==> src/rtl/rfm_defs.svh <==
// Constants for the regulator fault monitor
`ifndef RFM_DEFS_SVH
`define RFM_DEFS_SVH

`define RFM_CLK_MHZ        125
`define RFM_OC_SUSTAIN_US  100
`define RFM_UV_SUSTAIN_US  205
`define RFM_OC_CYCLES      (`RFM_OC_SUSTAIN_US * `RFM_CLK_MHZ)
`define RFM_UV_CYCLES      (`RFM_UV_SUSTAIN_US * `RFM_CLK_MHZ)
`define RFM_CNT_W          15

`endif

==> src/rtl/rfm_pkg.sv <==
// Types for the regulator fault monitor
package rfm_pkg;

  // Synchronised comparator outputs
  typedef struct packed {
    logic core_oc;
    logic core_short;
    logic bridge_oc;
    logic core_ov;
    logic bridge_ov;
    logic core_ov_rel;
    logic bridge_ov_rel;
    logic core_uv;
    logic bridge_uv;
  } rfm_cmp_t;

  // Per-output driver command
  typedef struct packed {
    logic enable;
    logic low_clamp;
  } rfm_drv_t;

  typedef enum logic [1:0] {
    RFM_OFF     = 2'b00,
    RFM_START   = 2'b01,
    RFM_RUN     = 2'b10,
    RFM_LATCHED = 2'b11
  } rfm_state_t;

endpackage : rfm_pkg

==> src/rtl/rfm_monitor.sv <==
// Fault supervision and power-good logic for core and bridge regulators
`timescale 1ns/10ps
`include "rfm_defs.svh"
module rfm_monitor (
  input  wire logic         clk_i,
  input  wire logic         reset_n_i,
  input  wire logic         por_active_i,
  input  wire logic         enable_i,
  input  wire logic         soft_start_done_i,
  input  wire logic         core_oc_cmp_i,
  input  wire logic         core_short_cmp_i,
  input  wire logic         bridge_oc_cmp_i,
  input  wire logic         core_ov_cmp_i,
  input  wire logic         bridge_ov_cmp_i,
  input  wire logic         core_ov_rel_cmp_i,
  input  wire logic         bridge_ov_rel_cmp_i,
  input  wire logic         core_uv_cmp_i,
  input  wire logic         bridge_uv_cmp_i,
  output logic              output_good_flag_o,
  output logic              output_good_flag_oe_o,
  output logic              soft_start_o,
  output rfm_pkg::rfm_drv_t core_drv_o,
  output rfm_pkg::rfm_drv_t bridge_drv_o,
  output logic              overcurrent_fault_o,
  output logic              overvoltage_fault_o,
  output logic              undervoltage_fault_o
);
  rfm_pkg::rfm_cmp_t  cmp_s;
  rfm_pkg::rfm_state_t state_r;
  rfm_pkg::rfm_state_t state_nxt;
  logic [1:0]         ctl_s;
  logic               por_s;
  logic               en_s;
  logic               en_d_r;
  logic               en_rise;
  logic               core_oc_hit;
  logic               uv_hit;
  logic               oc_event;
  logic               uv_event;
  logic               ov_event;
  logic               core_clamp_r;
  logic               bridge_clamp_r;

  // All comparator levels are asynchronous to clk_i
  rfm_sync #(.W(9)) u_sync_cmp (
    .clk_i     (clk_i),
    .reset_n_i (reset_n_i),
    .async_i   ({core_oc_cmp_i, core_short_cmp_i, bridge_oc_cmp_i,
                 core_ov_cmp_i, bridge_ov_cmp_i, core_ov_rel_cmp_i,
                 bridge_ov_rel_cmp_i, core_uv_cmp_i, bridge_uv_cmp_i}),
    .sync_o    (cmp_s)
  );

  rfm_sync #(.W(2)) u_sync_ctl (
    .clk_i     (clk_i),
    .reset_n_i (reset_n_i),
    .async_i   ({por_active_i, enable_i}),
    .sync_o    (ctl_s)
  );
  assign por_s = ctl_s[1];
  assign en_s  = ctl_s[0];

  // Analog compare (5*Vc > Vset/6) is done in the comparator; here only qualified
  rfm_sustain #(.LIMIT(`RFM_OC_CYCLES)) u_oc_sustain (
    .clk_i     (clk_i),
    .reset_n_i (reset_n_i),
    .cond_i    (cmp_s.core_oc),
    .hit_o     (core_oc_hit)
  );

  rfm_sustain #(.LIMIT(`RFM_UV_CYCLES)) u_uv_sustain (
    .clk_i     (clk_i),
    .reset_n_i (reset_n_i),
    .cond_i    (cmp_s.core_uv | cmp_s.bridge_uv),
    .hit_o     (uv_hit)
  );

  // Short circuit and bridge drop bypass the sustain delay
  assign oc_event = core_oc_hit | cmp_s.core_short | cmp_s.bridge_oc;
  assign uv_event = uv_hit && state_r == rfm_pkg::RFM_RUN;
  assign ov_event = en_s && (cmp_s.core_ov | cmp_s.bridge_ov);

  always_ff @(posedge clk_i) begin
    if (!reset_n_i) begin
      en_d_r <= 1'b0;
    end else begin
      en_d_r <= en_s;
    end
  end
  assign en_rise = en_s & ~en_d_r;

  // Overcurrent latch
  always_ff @(posedge clk_i) begin
    if (!reset_n_i || por_s) begin
      overcurrent_fault_o <= 1'b0;
    end else if (oc_event && en_s) begin
      overcurrent_fault_o <= 1'b1;
    end else if (en_rise) begin
      overcurrent_fault_o <= 1'b0;
    end
  end

  // Undervoltage latch
  always_ff @(posedge clk_i) begin
    if (!reset_n_i || por_s) begin
      undervoltage_fault_o <= 1'b0;
    end else if (uv_event && en_s) begin
      undervoltage_fault_o <= 1'b1;
    end else if (en_rise) begin
      undervoltage_fault_o <= 1'b0;
    end
  end

  // Overvoltage latch survives enable toggles; only supply reset clears
  always_ff @(posedge clk_i) begin
    if (!reset_n_i || por_s) begin
      overvoltage_fault_o <= 1'b0;
    end else if (ov_event) begin
      overvoltage_fault_o <= 1'b1;
    end
  end

  // Clamp per offending output, hysteresis between 1.8 V and 0.85 V
  always_ff @(posedge clk_i) begin
    if (!reset_n_i || por_s || !en_s) begin
      core_clamp_r <= 1'b0;
    end else if (cmp_s.core_ov) begin
      core_clamp_r <= 1'b1;
    end else if (!cmp_s.core_ov_rel) begin
      core_clamp_r <= 1'b0;
    end
  end

  always_ff @(posedge clk_i) begin
    if (!reset_n_i || por_s || !en_s) begin
      bridge_clamp_r <= 1'b0;
    end else if (cmp_s.bridge_ov) begin
      bridge_clamp_r <= 1'b1;
    end else if (!cmp_s.bridge_ov_rel) begin
      bridge_clamp_r <= 1'b0;
    end
  end

  always_comb begin
    state_nxt = state_r;
    unique case (state_r)
      rfm_pkg::RFM_OFF: begin
        if (en_rise && !overvoltage_fault_o) begin
          state_nxt = rfm_pkg::RFM_START;
        end
      end
      rfm_pkg::RFM_START: begin
        if (soft_start_done_i) begin
          state_nxt = rfm_pkg::RFM_RUN;
        end
      end
      rfm_pkg::RFM_RUN: begin
        state_nxt = rfm_pkg::RFM_RUN;
      end
      rfm_pkg::RFM_LATCHED: begin
        if (en_rise && !overvoltage_fault_o) begin
          state_nxt = rfm_pkg::RFM_START;
        end
      end
    endcase
    if (state_r != rfm_pkg::RFM_OFF && state_r != rfm_pkg::RFM_LATCHED) begin
      // A fault latched on the edge of an enable rise must still stop the start
      if (oc_event || uv_event || ov_event || overcurrent_fault_o
          || undervoltage_fault_o || overvoltage_fault_o) begin
        state_nxt = rfm_pkg::RFM_LATCHED;
      end
    end
    if (!en_s) begin
      state_nxt = (state_r == rfm_pkg::RFM_LATCHED) ? rfm_pkg::RFM_LATCHED
                                                      : rfm_pkg::RFM_OFF;
    end
  end

  always_ff @(posedge clk_i) begin
    if (!reset_n_i || por_s) begin
      state_r <= rfm_pkg::RFM_OFF;
    end else begin
      state_r <= state_nxt;
    end
  end

  // Drivers run only in start and run; latched off tri-states all but an engaged low-side clamp
  always_ff @(posedge clk_i) begin
    if (!reset_n_i) begin
      core_drv_o   <= '0;
      bridge_drv_o <= '0;
      soft_start_o <= 1'b0;
    end else begin
      core_drv_o.enable   <= state_nxt == rfm_pkg::RFM_START
                             || state_nxt == rfm_pkg::RFM_RUN;
      bridge_drv_o.enable <= state_nxt == rfm_pkg::RFM_START
                             || state_nxt == rfm_pkg::RFM_RUN;
      core_drv_o.low_clamp   <= core_clamp_r;
      bridge_drv_o.low_clamp <= bridge_clamp_r;
      soft_start_o <= state_nxt == rfm_pkg::RFM_START;
    end
  end

  // Open drain: the pin value is always 0, only the enable moves
  assign output_good_flag_o = 1'b0;
  always_ff @(posedge clk_i) begin
    if (!reset_n_i) begin
      output_good_flag_oe_o <= 1'b1;
    end else begin
      output_good_flag_oe_o <= !(state_nxt == rfm_pkg::RFM_RUN && en_s && !por_s
                                 && !overvoltage_fault_o && !ov_event
                                 && !cmp_s.core_uv && !cmp_s.bridge_uv
                                 && !oc_event);
    end
  end
endmodule : rfm_monitor

==> src/rtl/rfm_sync.sv <==
// Two-stage synchroniser for comparator and pin inputs
`timescale 1ns/10ps
module rfm_sync #(
  parameter int W = 1
) (
  input  wire logic         clk_i,
  input  wire logic         reset_n_i,
  input  wire logic [W-1:0] async_i,
  output logic      [W-1:0] sync_o
);
  logic [W-1:0] meta_r;

  always_ff @(posedge clk_i) begin
    if (!reset_n_i) begin
      meta_r <= '0;
      sync_o <= '0;
    end else begin
      meta_r <= async_i;
      sync_o <= meta_r;
    end
  end
endmodule : rfm_sync

==> src/rtl/rfm_sustain.sv <==
// Sustain counter: flags after a condition holds for LIMIT cycles
`timescale 1ns/10ps
`include "rfm_defs.svh"
module rfm_sustain #(
  parameter int LIMIT = 1
) (
  input  wire logic clk_i,
  input  wire logic reset_n_i,
  input  wire logic cond_i,
  output logic      hit_o
);
  localparam logic [`RFM_CNT_W-1:0] LAST = (`RFM_CNT_W)'(LIMIT - 1);
  logic [`RFM_CNT_W-1:0] cnt_r;

  always_ff @(posedge clk_i) begin
    if (!reset_n_i || !cond_i) begin
      cnt_r <= '0;
      hit_o <= 1'b0;
    end else if (cnt_r == LAST) begin
      hit_o <= 1'b1;
    end else begin
      cnt_r <= cnt_r + 1'b1;
    end
  end
endmodule : rfm_sustain

==> config.mk <==
export PLATFORM = sky130hd
export DESIGN_NAME = rfm_monitor
export DESIGN_NICKNAME = d
export VERILOG_FILES = /design/src/rtl/rfm_pkg.sv /design/src/rtl/rfm_monitor.sv /design/src/rtl/rfm_sync.sv /design/src/rtl/rfm_sustain.sv
export VERILOG_INCLUDE_DIRS = /design/src /design/src/rtl
export SDC_FILE = /design/constraint.sdc
export NUM_CORES = 1
export LEC_CHECK = 0
export ABC_AREA = 1
export ABC_CLOCK_PERIOD_IN_PS = 3060
export BUFFER_PORTS_ARGS = -buffer_cell sky130_fd_sc_hd__buf_4
export CAP_MARGIN = 10
export CORE_MARGIN = 1
export CORE_UTILIZATION = 35
export CTS_BUF_LIST = sky130_fd_sc_hd__clkbuf_4
export DETAILED_ROUTE_END_ITERATION = 7
export MAX_ROUTING_LAYER = met4
export RECOVER_POWER = 100
export SYNTH_ARGS = -nofsm -noshare
export SYNTH_HDL_FRONTEND = slang
export SYNTH_HIERARCHICAL = 1
export SYNTH_SLANG_ARGS = --single-unit
==> constraint.sdc <==
create_clock -name clk_i -period 3.06 [get_ports clk_i]
set_input_delay 0.765 -clock clk_i [delete_from_list [all_inputs] [get_ports clk_i]]
set_output_delay 0.765 -clock clk_i [all_outputs]
set_load 0.01 [all_outputs]
# [After elaboration in Yosys (flattened, before gate mapping)]
# Cells that the tools add are included.
[op_classes] n_eq_ne=10 div=0 reduce_logical=39 n_lt_le_gt_ge=0 bitwise=6 mul=0 shift=0 n_addsub=2 mux=14
[ops] operator="$add 15x1->15 const B" n=2
[ops] operator="$eq 15x14->1 const B" n=1
[ops] operator="$eq 15x15->1 const B" n=1
[ops] operator="$logic_and 1x1->1" n=13
[ops] operator="$mux 2" n=6
[ops] operator="$logic_not 1->1" n=11
[ops] operator="$logic_or 1x1->1" n=10
[ops] operator="$mux 1" n=7
[ops] operator="$eq 2x2->1 const B" n=3
[ops] operator="$pmux 2 s3" n=1
[ops] operator="$reduce_bool 2->1" n=3
[ops] operator="$eq 2x1->1 const B" n=2
[ops] operator="$ne 2x1->1 const B" n=2
[ops] operator="$or 1x1->1" n=4
[ops] operator="$logic_not 2->1" n=1
[ops] operator="$ne 2x2->1 const B" n=1
[ops] operator="$reduce_or 2->1" n=1
[ops] operator="$and 1x1->1" n=1
[ops] operator="$not 1->1" n=1
[totals] romBits=0 input_bits=14 latch_bits=0 memories=0 out_inout_bits=10 register_bits=67 mem_bits_rw=0 elab_cells=91

# [Depth between registers and ports, before layout]
[logic_depth] depth_word=19 mapped_depth=15 ltp_nobuf=15

# [Cells and area by module]
# Netlist, hierarchy kept.
[by_module_without_submodules] mod="rfm_sustain (u_uv_sustain)" area_per_inst_um2=912.1 n_inst=1 seq_area_each_um2=320.3 cells_each=139
[by_module_without_submodules] mod="rfm_sustain (u_oc_sustain)" area_per_inst_um2=862.1 n_inst=1 seq_area_each_um2=320.3 cells_each=137
[by_module_without_submodules] mod="rfm_monitor" area_per_inst_um2=671.9 n_inst=1 seq_area_each_um2=260.2 cells_each=95
[by_module_without_submodules] mod="rfm_sync (u_sync_cmp)" area_per_inst_um2=529.3 n_inst=1 seq_area_each_um2=360.3 cells_each=56
[by_module_without_submodules] mod="rfm_sync (u_sync_ctl)" area_per_inst_um2=110.1 n_inst=1 seq_area_each_um2=80.1 cells_each=12

# [Worst setup path before layout]
# OpenSTA, ideal clock, no wires.
[synth_timing] path_type="reg2reg" startpoint="register state_r[0]" endpoint="register output_good_flag_oe_o" stages_incl_launch_ff=14 slack_ps=1412 n_path_buf=0 t_arrival_ps=1528 setup_time_ps=120 path_cell_list="dfxtp_1 -> inv_1 -> ha_1 -> nor2_1 -> a21oi_1 -> nand2_1 -> nand2_1 -> nand2_1 -> nand2_1 -> inv_1 -> ha_1 -> nand3_1 -> nor3_1 -> nand2_1"
[synth_via] elab_chain_len=19 word_cells_on_any_way=30 classes_between="eq/ne: 5; mux: 7; reduce/logical: 18"
[synth_lines] element="from (decl)" line="rfm_monitor.sv:29" rtl="rfm_pkg::rfm_state_t state_r;"
[synth_lines] element="from (signal assigned)" line="rfm_monitor.sv:181" rtl="state_r <= rfm_pkg::RFM_OFF;"
[synth_lines] element="from (signal assigned)" line="rfm_monitor.sv:183" rtl="state_r <= state_nxt;"
[synth_lines] element="$eq 2x2->1" line="rfm_monitor.sv:80, rfm_monitor.sv:146"
[synth_lines] element="$logic_and 1x1->1" line="rfm_monitor.sv:80" rtl="assign uv_event = uv_hit && state_r == rfm_pkg::RFM_RUN;"
[synth_lines] element="$logic_or 1x1->1 (3 in series)" line="rfm_monitor.sv:168" rtl="if (oc_event || uv_event || ov_event || overcurrent_fault_o"
[synth_lines] element="$logic_or 1x1->1 (2 in series)" line="rfm_monitor.sv:169" rtl="|| undervoltage_fault_o || overvoltage_fault_o) begin"
[synth_lines] element="$mux 2" line="rfm_monitor.sv:168"
[synth_lines] element="$mux 2" line="rfm_monitor.sv:166" rtl="if (state_r != rfm_pkg::RFM_OFF && state_r != rfm_pkg::RFM_LATCHED) begin"
[synth_lines] element="$mux 2 *" line="rfm_monitor.sv:173" rtl="if (!en_s) begin"
[synth_lines] element="via state_nxt[0]" line="rfm_monitor.sv:30" rtl="rfm_pkg::rfm_state_t state_nxt;"
[synth_lines] element="$eq 2x2->1 *" line="rfm_monitor.sv:210" rtl="output_good_flag_oe_o <= !(state_nxt == rfm_pkg::RFM_RUN && en_s && !por_s"
[synth_lines] element="$logic_and 1x1->1 * (2 in series)" line="rfm_monitor.sv:210"
[synth_lines] element="$logic_and 1x1->1 * (2 in series)" line="rfm_monitor.sv:211" rtl="&& !overvoltage_fault_o && !ov_event"
[synth_lines] element="$logic_and 1x1->1 * (2 in series)" line="rfm_monitor.sv:212" rtl="&& !cmp_s.core_uv && !cmp_s.bridge_uv"
[synth_lines] element="$logic_and 1x1->1 *" line="rfm_monitor.sv:213" rtl="&& !oc_event);"
[synth_lines] element="$logic_not 1->1 *" line="rfm_monitor.sv:210"
[synth_lines] element="to (signal assigned)" line="rfm_monitor.sv:210"
[synth_lines] element="to (decl)" line="rfm_monitor.sv:20" rtl="output logic output_good_flag_oe_o,"
# The timed path passes the listed nets; every way through them passes the cells marked *.
# A chain may end at the register's enable or synchronous reset.

# [Worst setup path in the final report]
[layout_timing] startpoint="input port reset_n_i" endpoint="register u_uv_sustain.cnt_r[3]"
[layout_via] elab_chain_len=2
[layout_lines] element="from (decl)" line="rfm_monitor.sv:6" rtl="input wire logic reset_n_i,"
[layout_lines] element="$logic_not 1->1"
[layout_lines] element="$logic_or 1x1->1" line="rfm_sustain.sv:16" rtl="if (!reset_n_i || !cond_i) begin"
[layout_lines] element="to (signal assigned)" line="rfm_sustain.sv:22" rtl="cnt_r <= cnt_r + 1'b1;"
[layout_lines] element="to (decl)" line="rfm_sustain.sv:13" rtl="logic [`RFM_CNT_W-1:0] cnt_r;"
# No other way between the ends.

==> impl_results.md <==
* Clock root buffer: clkbuf_4
* CP max FO at 29
* Largest cells by area after synthesis: dfxtp_1 (43%), nand2_1 (13%), nor2_1 (9.0%)
* Layout Cells excl Fill at 576
* Worst stage delay on the critical path at a little over 0.8 ns
* Cell accounting for the most synthesized area: dfxtp_1
* Die Height at between 90 and 100 µm
* Reg area at 0.001341 mm²
* Final #Nets at around 490
* Post-route clock period utilization at around three quarters
* Setup TNS at 0 ns
* Worst-path cell chain: clkbuf_1 -> nand2_1 -> inv_1 -> o21ai_0 -> a21oi_1
* Layout cells sized above 1 at 10.19%
* Main synth FF type: dfxtp_1
* Gr usage total at 14.59%
* Cell Area, Synth at a little over 0.003 mm²
* Critical path class: input pin to flip-flop
* 1st-pass router iterations at 4
* Gpl congestion at ~0.89
* Pleak at approximately 0.0015 µW
* Starting Density at 36.81%
* P per Cell Area at roughly 460 mW/mm²
* Buffers & Inverters on Critical Path at 2
* Drt first-iter violations at between 100 and 150
* Vias in the first global route at about 2,300
* Synth Net Count at between 400 and 500
* IO buf count at 22
* Slew @ Worst Pin at 1.155 ns
* First-pass GRT wire length at around 10 mm
* Die area at just over 0.009 mm²
* Ys async rst share at 0%
* CORE AREA at 0.008382 mm²
* Resized Gates After CTS at 0
* Critical Path RT at 3.41 ns
* Area growth, synth to finish at 11.11%
* Total grt overflow at 0
* Worst setup EP type: flip-flop
* Dpl hpwl at roughly 4.3 mm
* Synthesized instance count at ~440
* Worst-skew pair later-pin latency at around 0.42 ns
* H-tree depth at 3
* Post-synth EDFFs at 0
* Vias at 2,615
* Fmax at between 0.4 and 0.5 GHz
* Critical path startpoint category: input pin
* Fin crit period at around 2.3 ns
* Mapped Avg Cell Area at 7.028 µm²
* Reg clk slew, reported paths at approximately 0.11 ns
* Area of the multi-input gates at between 0.001 and 0.0015 mm²
* Die X at 95.89 µm
* Yosys warnings at 6
* Largest net degree at the start of global routing at 30
* Placed inst area at 0.003317 mm²
* Worst min path class: flip-flop to flip-flop
* Post-CTS Setup Repair Bufs at 0
* Final slew viol count at 0
* # diodes at 0
* DRC Markers at 0
* Total clock sinks at 67
* CTS tree: yes
* #FFs+latches synth at 67
* Netlist cell types at 31
* Hold_buf cts at 0
* Drt total wl at ~5.7 mm
* Most common cell after layout, fill and taps aside: nand2_1
* Post-layout instance area at about 0.0034 mm²
* Final setup viols at 0
* Crit path max-delay family: buffers and inverters
* Vias/cell at 4.540
* Critical path arrival at between 2 and 3 ns
* Filler cells at approximately 900
* Max Cap Viol at 0
* Antenna Nets Post-Route at 0
* Cell Count Post-Placement at 560
* Final hold vios at 0
* RSZ-0062 raised after global routing: no
* Sequential area share after synthesis at 43.47%
* Slew HR at between 20% and 30%
* IO Pins at 24
* Run status: complete, no violations
* Initial antenna violation count at 0
* VDD IR-drop max at roughly 0.33 mV
* Row Count at 33
* Clock Path Buffers at 2
* Commonest cells after routing, fill and taps aside: nand2_1 (105), nor2_1 (75), inv_1 (70)
* Clock Skew at approximately 0.014 ns
* Number of CTS-inserted buffers at 9
* Critical-path top delay cell: clkbuf_1
* Post-synth top area share at 43.47%
* WL/cell at approximately 10 µm
[metrics by stage]
stage / power [µW] / setup WS, ns / utilization, % / hold slack [ns]
floorplan: 955.0 / 1.412 / - / 0.3856
global placement: 972.7 / 1.156 / 39.57 / 0.3939
detailed placement: 974.3 / 1.126 / 39.57 / 0.3955
CTS: 1602 / 1.180 / 41.38 / 0.4205
global route: 1649 / 0.5082 / 40.90 / 0.4359
finish: 1567 / 0.7883 / 40.90 / 0.4163
[final cells by class]
class,count,area share (%)
clock buffers,9,1.971
clock inverters,7,2.445
inverters,78,8.613
multi-input cells,288,40.29
flip-flops and latches,67,39.12
well taps,105,3.832
repair buffers,22,3.723
[worst register-to-register path, stage by stage, from the launching register on]
cell and delay [ns]:
dfxtp_1 0.39, inv_1 0.06, ha_1 0.22, nand2_1 0.09, nand2_1 0.05, nor2_1 0.08, nand2_1 0.07, nand2_1 0.07
nand2_1 0.05, nand2_1 0.07, nand2_1 0.08, inv_1 0.06, ha_1 0.14, nand3_1 0.07, nor3_1 0.20, nand2_1 0.08
[registers in the layout (all words and copies together) (netlist names), 2 cells and up]
signal	flops
state_r	2
bridge_drv_o	2
u_sync_cmp/sync_o	9
u_sync_cmp/meta_r	9
u_sync_ctl/sync_o	2
u_sync_ctl/meta_r	2
u_oc_sustain/cnt_r	15
u_uv_sustain/cnt_r	15
[worst paths after layout]
kind	start	to	cells after the start	slack [ns]
max	reset_n_i	u_uv_sustain/cnt_r[3]	5	0.79
min	u_sync_cmp/meta_r[7]	u_sync_cmp/sync_o[7]	2	0.42
max reg2reg	state_r[0]	output_good_flag_oe_o	15	1.19
min reg2reg	u_sync_cmp/meta_r[7]	u_sync_cmp/sync_o[7]	2	0.42
[power breakdown]
part           switching [µW]  internal, µW  leakage, µW  total, µW
logic                    33.3          23.6     0.000897       57.0
clock network             352           262    0.0000790        615
registers                6.92           888     0.000545        895
[cell families after synthesis]
| kind of cell | after synthesis | share of synthesized area (%) |
|---|---|---|
| fa+ha+maj | 8 | 3.244 |
| simple gates | 238 | 33.98 |
| buf+inv | 84 | 11.68 |
| other cells | 1 | 0.1215 |
| compound gates | 36 | 6.083 |
| flops | 67 | 43.47 |
| xor+xnor | 5 | 1.419 |
[Yosys cell counts (4+ instances only)]
cell / n
xor2_1: 4
a21oi_1: 18
inv_1: 69
o21ai_0: 10
inv_2: 6
nor2_4: 4
nand4_1: 9
nand2_1: 105
nand3_1: 25
nor3_1: 6
dfxtp_1: 67
nor2_2: 5
nor2_1: 74
nand2_2: 5
ha_1: 8
[layer usage]
layer | routed length (µm) | global-route usage, % | share of wire, % | vias to the layer above
met1 | 2777 | 17.54 | 49 | 1157
met4 | 37 | 3.731 | 0.65 | 0
li1 | - | - | - | 1407
met2 | 2613 | 22.68 | 46 | 47
met5 | 0 | - | 0 | -
met3 | 266 | 5.924 | 4.7 | 4
Power figures use the tool's default switching activity.
